[src/tpx_map.svh]
// register map, field positions and reset values of the remote bit exchange
// assumes a 32-bit plain register port with byte addresses
`ifndef TPX_MAP_SVH
`define TPX_MAP_SVH

`define TPX_ADDR_W 8
`define TPX_DATA_W 32
`define TPX_NBITS 16
`define TPX_FB_W 2

`define TPX_REG_CTRL 8'h00
`define TPX_REG_FB1 8'h04
`define TPX_REG_FB2 8'h08
`define TPX_REG_STATUS 8'h0C
`define TPX_REG_INPUTS 8'h10

`define TPX_CTRL_EN 0
`define TPX_CTRL_CH2 1
`define TPX_ST_CH1_OK 0
`define TPX_ST_CH2_OK 1
`define TPX_ST_CH1_KNOWN 2
`define TPX_ST_CH2_KNOWN 3

`define TPX_CTRL_RESET 1'b0
`define TPX_FB_RESET 32'h5555_5555
`define TPX_ZERO32 32'h0000_0000
`define TPX_ZERO16 16'h0000
`define TPX_ONES16 16'hFFFF

`endif

[src/tpx_pkg.sv]
// types shared by the remote bit exchange
// constants live in tpx_map.svh
`include "tpx_map.svh"

package tpx_pkg;

    // fallback choice of one received input
    typedef enum logic [`TPX_FB_W-1:0] {
        FB_ON,
        FB_OFF,
        FB_LATEST_ON,
        FB_LATEST_OFF
    } fallback_e;

    // one channel as seen from the link receiver
    typedef struct packed {
        logic valid;
        logic ok;
        logic [`TPX_NBITS-1:0] bits;
    } chan_rx_s;

    // remote_received_inputs of both channels
    typedef struct packed {
        logic [`TPX_NBITS-1:0] ch2;
        logic [`TPX_NBITS-1:0] ch1;
    } remote_received_inputs_s;

    // register bus request
    typedef struct packed {
        logic wr;
        logic rd;
        logic [`TPX_ADDR_W-1:0] addr;
        logic [`TPX_DATA_W-1:0] wdata;
    } reg_req_s;

endpackage : tpx_pkg

[src/tpx_lane.sv]
// one channel of sixteen received inputs with per-input fallback
// assumes channel status and received words synchronous to clk
`timescale 1ns/1ps
`include "tpx_map.svh"

module tpx_lane (
    // clock and reset
    input wire logic clk,
    input wire logic rst_n,
    // configuration
    input wire logic enable,
    input wire logic [`TPX_NBITS*`TPX_FB_W-1:0] remote_input_fallback_setting,
    // channel
    input wire tpx_pkg::chan_rx_s rx,
    // results
    output logic [`TPX_NBITS-1:0] inputs,
    output logic known
);

    typedef struct packed {
        logic [`TPX_NBITS-1:0] outv;
        logic [`TPX_NBITS-1:0] latest;
        logic known;
    } lane_s;

    lane_s st;
    lane_s next_st;
    tpx_pkg::fallback_e mode;

    always_comb begin
        next_st = st;
        mode = tpx_pkg::FB_OFF;
        if (enable && rx.ok && rx.valid) begin
            next_st.latest = rx.bits;
            next_st.known = 1'b1;
        end
        for (int i = 0; i < `TPX_NBITS; i++) begin
            mode = tpx_pkg::fallback_e'(remote_input_fallback_setting[i*`TPX_FB_W +: `TPX_FB_W]);
            if (!enable) begin
                next_st.outv[i] = 1'b0;
            end else if (rx.ok && rx.valid) begin
                next_st.outv[i] = rx.bits[i];
            end else if (rx.ok && st.known) begin
                next_st.outv[i] = st.latest[i];
            end else begin
                unique case (mode)
                    tpx_pkg::FB_ON: next_st.outv[i] = 1'b1;
                    tpx_pkg::FB_OFF: next_st.outv[i] = 1'b0;
                    tpx_pkg::FB_LATEST_ON: next_st.outv[i] = st.known ? st.latest[i] : 1'b1;
                    tpx_pkg::FB_LATEST_OFF: next_st.outv[i] = st.known ? st.latest[i] : 1'b0;
                endcase
            end
        end
    end

    always_ff @(posedge clk or negedge rst_n) begin
        if (!rst_n) begin
            st <= '0;
        end else begin
            st <= next_st;
        end
    end

    assign inputs = st.outv;
    assign known = st.known;

endmodule : tpx_lane

[src/tpx_exchange.sv]
// remote bit exchange: two channels of sixteen received inputs behind a register port
// assumes link receivers deliver channel words and health synchronous to clk
//
// Contract
// - channel one presents sixteen received inputs, positions 1-1 to 1-16.
// - channel two presents sixteen more, 2-1 to 2-16, only when two channels are configured.
// - inputs follow the channel only while the whole function is enabled, else they are low.
// - a failed channel forces an input set to forced-high to 1.
// - a failed channel forces an input set to forced-low to 0.
// - with a hold-last choice an input keeps its last received value while the channel is lost.
// - before any value is received, hold-last-high gives 1 and hold-last-low gives 0.
// - both channels are processed continuously and mapped independently.
//
// The plain strobed port and the address map were decided locally.
`timescale 1ns/1ps
`include "tpx_map.svh"

module tpx_exchange (
    // clock and reset
    input wire logic clk,
    input wire logic rstn,
    // register port
    input wire tpx_pkg::reg_req_s req,
    output logic [`TPX_DATA_W-1:0] rdata,
    // channel receivers
    input wire tpx_pkg::chan_rx_s rx1,
    input wire tpx_pkg::chan_rx_s rx2,
    // remote_received_inputs
    output tpx_pkg::remote_received_inputs_s remote_received_inputs
);

    typedef struct packed {
        logic en;
        logic ch2;
        logic [`TPX_DATA_W-1:0] fb1;
        logic [`TPX_DATA_W-1:0] fb2;
        logic [`TPX_DATA_W-1:0] rdata;
    } regs_s;

    logic [1:0] rst_sync;
    logic rst_n;
    regs_s st;
    regs_s next_st;
    logic [`TPX_NBITS-1:0] ch1_in;
    logic [`TPX_NBITS-1:0] ch2_in;
    logic ch1_known;
    logic ch2_known;
    logic [`TPX_DATA_W-1:0] status;

    // reset release through two flops
    always_ff @(posedge clk or negedge rstn) begin
        if (!rstn) begin
            rst_sync <= 2'h0;
        end else begin
            rst_sync <= {rst_sync[0], 1'b1};
        end
    end
    assign rst_n = rst_sync[1];

    always_comb begin
        status = `TPX_ZERO32;
        status[`TPX_ST_CH1_OK] = rx1.ok;
        status[`TPX_ST_CH2_OK] = rx2.ok;
        status[`TPX_ST_CH1_KNOWN] = ch1_known;
        status[`TPX_ST_CH2_KNOWN] = ch2_known;
    end

    always_comb begin
        next_st = st;
        next_st.rdata = `TPX_ZERO32;
        if (req.wr) begin
            unique case (req.addr)
                `TPX_REG_CTRL: begin
                    next_st.en = req.wdata[`TPX_CTRL_EN];
                    next_st.ch2 = req.wdata[`TPX_CTRL_CH2];
                end
                `TPX_REG_FB1: next_st.fb1 = req.wdata;
                `TPX_REG_FB2: next_st.fb2 = req.wdata;
                default: ;
            endcase
        end
        if (req.rd) begin
            unique case (req.addr)
                `TPX_REG_CTRL: begin
                    next_st.rdata[`TPX_CTRL_EN] = st.en;
                    next_st.rdata[`TPX_CTRL_CH2] = st.ch2;
                end
                `TPX_REG_FB1: next_st.rdata = st.fb1;
                `TPX_REG_FB2: next_st.rdata = st.fb2;
                `TPX_REG_STATUS: next_st.rdata = status;
                `TPX_REG_INPUTS: next_st.rdata = {ch2_in, ch1_in};
                default: next_st.rdata = `TPX_ZERO32;
            endcase
        end
    end

    always_ff @(posedge clk or negedge rst_n) begin
        if (!rst_n) begin
            st.en <= `TPX_CTRL_RESET;
            st.ch2 <= `TPX_CTRL_RESET;
            st.fb1 <= `TPX_FB_RESET;
            st.fb2 <= `TPX_FB_RESET;
            st.rdata <= `TPX_ZERO32;
        end else begin
            st <= next_st;
        end
    end

    // each channel in its own lane, no shared state
    tpx_lane u_lane1 (
        .clk(clk),
        .rst_n(rst_n),
        .enable(st.en),
        .remote_input_fallback_setting(st.fb1),
        .rx(rx1),
        .inputs(ch1_in),
        .known(ch1_known)
    );

    // second set only exists with two channels configured
    tpx_lane u_lane2 (
        .clk(clk),
        .rst_n(rst_n),
        .enable(st.en && st.ch2),
        .remote_input_fallback_setting(st.fb2),
        .rx(rx2),
        .inputs(ch2_in),
        .known(ch2_known)
    );

    assign remote_received_inputs.ch1 = ch1_in;
    assign remote_received_inputs.ch2 = ch2_in;
    assign rdata = st.rdata;

    // fallback choice of every channel one input, decoded so the checks cover all positions
    logic [`TPX_NBITS-1:0] fb1_on;
    logic [`TPX_NBITS-1:0] fb1_off;
    logic [`TPX_NBITS-1:0] fb1_hold_on;
    logic [`TPX_NBITS-1:0] fb1_hold_off;
    tpx_pkg::fallback_e fb1_mode;

    always_comb begin
        fb1_on = `TPX_ZERO16;
        fb1_off = `TPX_ZERO16;
        fb1_hold_on = `TPX_ZERO16;
        fb1_hold_off = `TPX_ZERO16;
        fb1_mode = tpx_pkg::FB_OFF;
        for (int i = 0; i < `TPX_NBITS; i++) begin
            fb1_mode = tpx_pkg::fallback_e'(st.fb1[i*`TPX_FB_W +: `TPX_FB_W]);
            fb1_on[i] = (fb1_mode == tpx_pkg::FB_ON);
            fb1_off[i] = (fb1_mode == tpx_pkg::FB_OFF);
            fb1_hold_on[i] = (fb1_mode == tpx_pkg::FB_LATEST_ON);
            fb1_hold_off[i] = (fb1_mode == tpx_pkg::FB_LATEST_OFF);
        end
    end
endmodule : tpx_exchange

[config.mk]
export PLATFORM = sky130hd
export DESIGN_NAME = tpx_exchange
export DESIGN_NICKNAME = d
export VERILOG_FILES = /design/src/tpx_pkg.sv /design/src/tpx_lane.sv /design/src/tpx_exchange.sv
export VERILOG_INCLUDE_DIRS = /design/src
export SDC_FILE = /design/constraint.sdc
export NUM_CORES = 1
export LEC_CHECK = 0
export ABC_AREA = 1
export BUFFER_PORTS_ARGS = -buffer_cell sky130_fd_sc_hd__buf_2
export CORE_ASPECT_RATIO = 0.7
export CORE_MARGIN = 3
export CORE_UTILIZATION = 45
export DETAILED_ROUTE_END_ITERATION = 16
export PLACE_DENSITY = 0.63
export SYNTH_ARGS = -nofsm -noshare
export SYNTH_HDL_FRONTEND = slang
export SYNTH_SLANG_ARGS = --single-unit
export TNS_END_PERCENT = 5
[constraint.sdc]
create_clock -name clk -period 5.5 [get_ports clk]
set_input_delay 0.275 -clock clk [delete_from_list [all_inputs] [get_ports clk]]
set_output_delay 0.275 -clock clk [all_outputs]
set_load 0.1 [all_outputs]
==> Word-level counts from Yosys, hierarchy flattened <==
Cells that the tools add are included.
{ "totals": {"register_bits": 166, "input_bits": 80, "output_inout_bits": 64, "elab_cells": 352} }
{ "classes": {"eq_ne": 100, "mux": 195, "reduce_logical": 45} }
{ "op_table": {"columns": ["op", "count"], "rows": [
  ["$mux 1", 160],
  ["$eq 2x2->1 const B", 64],
  ["$pmux 1 s4", 32],
  ["$pmux 30 s4", 1],
  ["$eq 2x1->1 const B", 32],
  ["$logic_not 2->1", 32],
  ["$mux 32", 1],
  ["$eq 8x4->1 const B", 2],
  ["$pmux 2 s5", 1],
  ["$logic_and 1x1->1", 9],
  ["$eq 8x3->1 const B", 1],
  ["$eq 8x5->1 const B", 1],
  ["$logic_not 8->1", 1],
  ["$reduce_and 2->1", 3]
]} }

==> Depth between registers and ports, before layout <==
{ "depth": {"ltp_word": 5, "mapped_depth": 11} }

==> Cells and area by module <==
Synthesis repeated with hierarchy kept, for this count alone.
{ "unflattened": {"cells_unflattened": 1013, "hier_area_um2": 8562.0} }
{ "modules_own_cells": {"columns": ["mod", "n_inst", "cells_each", "area_each_um2"], "rows": [
  ["tpx_exchange", 1, 563, 5018.6],
  ["tpx_lane", 2, 225, 1771.7]
]} }

==> Worst setup path after synthesis <==
No wires, ideal clock.
{ "synth_path": {"kind": "in2reg", "startpoint": "in req[32] in the netlist's numbering", "endpoint": "reg st[57] in the netlist's numbering", "setup_ns": 0.117, "arrival_time_ns": 1.120, "required_time_ns": 5.383, "slack_ns": 4.262, "path_stages": 9, "path_cell_list": "inv_1 -> nand2_2 -> nor2_4 -> nand2_4 -> clkinv_2 -> nand2_4 -> buf_6 -> nand2_1 -> o21ai_2"} }
{ "synth_via": {"elab_chain_len": 2} }
{ "synth_rtl": {"columns": ["item", "line_no", "source"], "rows": [
  ["start: declaration", "tpx_exchange.sv:23", "input wire tpx_pkg::reg_req_s req,"],
  ["$eq 8x4->1", "tpx_exchange.sv:72", "unique case (req.addr)"],
  ["$reduce_and 2->1 (no source line)", null, null],
  ["end signal: assignment", "tpx_exchange.sv:105", "st <= next_st;"],
  ["end: declaration", "tpx_exchange.sv:42", "regs_s st;"]
]} }
Every way passes these cells.
A chain may end at the register's enable or synchronous reset.

==> Worst setup path in the final report <==
{ "layout_path": {"startpoint": "reg st[97] in the netlist's numbering", "endpoint": "reg u_lane2.st[3] in the netlist's numbering"} }
{ "layout_via": {"elab_chain_len": 3} }
{ "layout_rtl": {"columns": ["item", "line_no", "source"], "rows": [
  ["$logic_and 1x1->1", "tpx_exchange.sv:124", ".enable(st.en && st.ch2),"],
  ["$logic_and 1x1->1 (2 in series)", "tpx_lane.sv:33", "if (enable && rx.ok && rx.valid) begin"],
  ["end signal: assignment", "tpx_lane.sv:60", "st <= next_st;"],
  ["end: declaration", "tpx_lane.sv:26", "lane_s st;"]
]} }
Every way passes these cells.

==> reports/metrics.yaml <==
timing:
  setup_viol: 0
  worst_slack_ns: 3.54
  final.min_clock_period_ns: 1.96
  fin_setup_tns_ns: 0
  max_freq_ghz: 0.510
  max_slew.worst_pin.slew_ns: 0.916
  whs_ns: 0.0635
  relSlewSlack_pct: 38.9
  report.final.hold_viol_count: 0
  final.period_utilization_pct: 35.6
  worst_clock_skew_ns: 0.00868
  grt_setup_unrepaired: "false"
  drv_slew: 0
global_routing:
  grt_pass1_vias: 5878
  grt_use_total_pct: 23.4
  grt_antenna_before_repair: 0
  grt_max_degree: 72
  grt_pass1_wl_mm: 33.6
  grt.overflow.total: 0
die:
  die-area_sq_mm: 0.0193
  die_w_um: 165
  fp-row-count: 39
  pin_count: 144
  initial_core_util_pct: 47.2
  die_y_um: 117
  core_sq_mm: 0.0168
cts:
  clock_tree.buffer_depth: 2
  worstSkewPairLatency_ns: 0.43
  cts-buffers-inserted: 17
  cts_sinks: 166
  cts_tree: "done"
  ctsResizeCount: 0
  clk_pin_slew_ns: 0.06
  root_buffer: "clkbuf_16"
  htreeDepth: 4
routing:
  highest_layer: "met4"
  route.detailed.drc: 0
  routed_via_density: 5.02
  wl_met3_mm: 1.84
  firstDrtPassIters: 7
  wl_met1_mm: 10.7
  drtIter0Drc: 506
  postRouteAntennaNets: 0
  vias: 6118
  finalWirelength_mm: 21.4
  wl_per_cell_um: 17.5
  met2WireLength_mm: 8.63
placement:
  portBuffers: 143
  dpl.hpwl_mm: 14.6
  dp_slack_ns: 3.25
  globalplace.congestion: 0.826
final_layout:
  nets: 1061
  syn_to_final_growth_pct: 11.3
  drive_above_1_share_pct: 28.1
  n_antenna_cell: 0
  fillCellCount: 1625
synthesis:
  syn-cell-area_sq_mm: 0.00793
  ys_types: 28
  yosys_warnings: 0
  ys.flop_type: "dfrtp_1"
  muxShareOfSynthArea_pct: 0
  yosys_register_bits: 166
  avgSynthCellArea_sq_um: 8.70
  synth_edf_count: 0
  synth_top_family_by_area: "simple AND/OR/NAND/NOR gates"
  synth-simple-area-share_pct: 20.6
  synth_nets: 991
  syn_inst: 911
  post_synth_xor_area_fraction_pct: 0
  synth-seq-area-share_pct: 52.9
  synth-compound-area-share_pct: 12.7
  synthArstFlopShare_pct: 100
  synth_fa_ha_area_share_pct: 0
worst_hold_path:
  min_path_type: "input port to register"
power_and_ir_drop:
  p_leak_nw: 4.82
  vdd_drop_max_uv: 177
  powerDensity_mw_per_mm2: 310
worst_setup_path:
  endpoint_kind: "register"
  start_kind: "register"
  critPathMaxFanout: 18
  path_class: "register to register"
  worst-endpoint-arrival_ns: 2.27
  required_ns: 5.81
job:
  drv_cap: 0
outcome:
  status: "completed"
[path summary, 6_finish.rpt]
check | startpoint | end | slack (ns) | cells past startpoint
min in group asynchronous | rstn | rst_sync[1] | 0.16 | 2
setup reg to reg | st[97] | u_lane2.st[3] | 3.54 | 5
hold reg to reg | rst_sync[0] | rst_sync[1] | 0.35 | 0
setup / recovery | st[97] | u_lane2.st[3] | 3.54 | 5
max in group asynchronous | rst_sync[1] | st[91] | 3.74 | 1
hold / removal | rx1[3] | u_lane1.st[4] | 0.06 | 3
[critical path, cell delays in order (launching register included)]
cell,delay (ns)
dfrtp_1,0.49
nand2_1,0.14
nor2_2,0.65
inv_2,0.36
nand2_1,0.15
nand2_1,0.06
[synth_stat cells, types with 3 or more instances]
library cell / instances / area, sq um
buf_2: 13 / 65.1
buf_4: 65 / 488
buf_6: 7 / 78.8
clkbuf_1: 6 / 22.5
clkbuf_8: 3 / 41.3
dfrtp_1: 134 / 3350
dfstp_2: 32 / 841
inv_1: 82 / 308
inv_2: 4 / 15.0
nand2_1: 287 / 1080
nand2_2: 12 / 75.1
nand2_4: 4 / 45.0
nand3_1: 40 / 200
nand3_2: 10 / 100
nor2_1: 24 / 90.1
o211ai_1: 3 / 22.5
o21ai_0: 104 / 521
o21ai_1: 36 / 180
o21ai_2: 32 / 280
[cells in the final DEF (no fill, tap or decap), types with 24 or more instances in the layout]
master and instances:
inv_1 82, o21ai_0 104, nor2_1 24, nand3_1 40
nand2_1 287, dfstp_2 32, dfrtp_1 133, buf_2 143
o21ai_2 32, o21ai_1 36
[flip-flops by register name (all words and copies together), names as in the netlist]
| register | count |
|---|---|
| u_lane1.known | 1 |
| st | 64 |
| rst_sync | 2 |
| rdata | 32 |
| fb1_mode | 2 |
| u_lane1.st | 16 |
| u_lane2.known | 1 |
| u_lane2.st | 16 |
| u_lane2.inputs | 16 |
| u_lane1.inputs | 16 |
[per-layer routing]
layer	track usage (%)	vias up
li1	-	2955
met1	37.0	2896
met2	31.7	251
met3	6.40	16
met4	5.14	0
met5	0	-
[cells by family after synthesis]
group / after synthesis
and+or+nand+nor: 383
buffers and inverters: 186
AOI/OAI and AO/OA: 175
DFF: 166
other: 1
[metrics by stage]
step / instances / total power [mW] / utilization [%] / cell area, sq um
2_1_floorplan: 911 / 1.46 / - / 7930
3_3_place_gp: 1186 / 1.53 / 48.9 / 8210
3_5_place_dp: 1186 / 1.53 / 48.9 / 8210
4_1_cts: 1219 / 2.74 / 52.6 / 8820
5_1_grt: 1219 / 2.83 / 52.6 / 8820
6_report: 1219 / 2.74 / 52.6 / 8820
[report_power, final]
| part | internal, mW | leakage [nW] | switching (mW) |
|---|---|---|---|
| Clock | 0.749 | 0.294 | 0.479 |
| Combinational | 0.0569 | 2.36 | 0.135 |
| Sequential | 1.27 | 2.17 | 0.0479 |
| Total | 2.08 | 4.82 | 0.662 |
[area by class of cell]
type | instances | area (sq um) | area share [%]
flip-flops and latches | 166 | 4200 | 47.6
multi-input cells | 559 | 2640 | 29.9
repair buffers | 148 | 756 | 8.56
clock buffers | 24 | 482 | 5.46
inverters | 89 | 343 | 3.89
well taps | 225 | 282 | 3.19
clock inverters | 8 | 121 | 1.38
[timing repair]
item	CTS	global route
buffers inserted	0	0
endpoints found under the hold margin	2	0
hold buffers	1	0
Power figures use the tool's default switching activity.
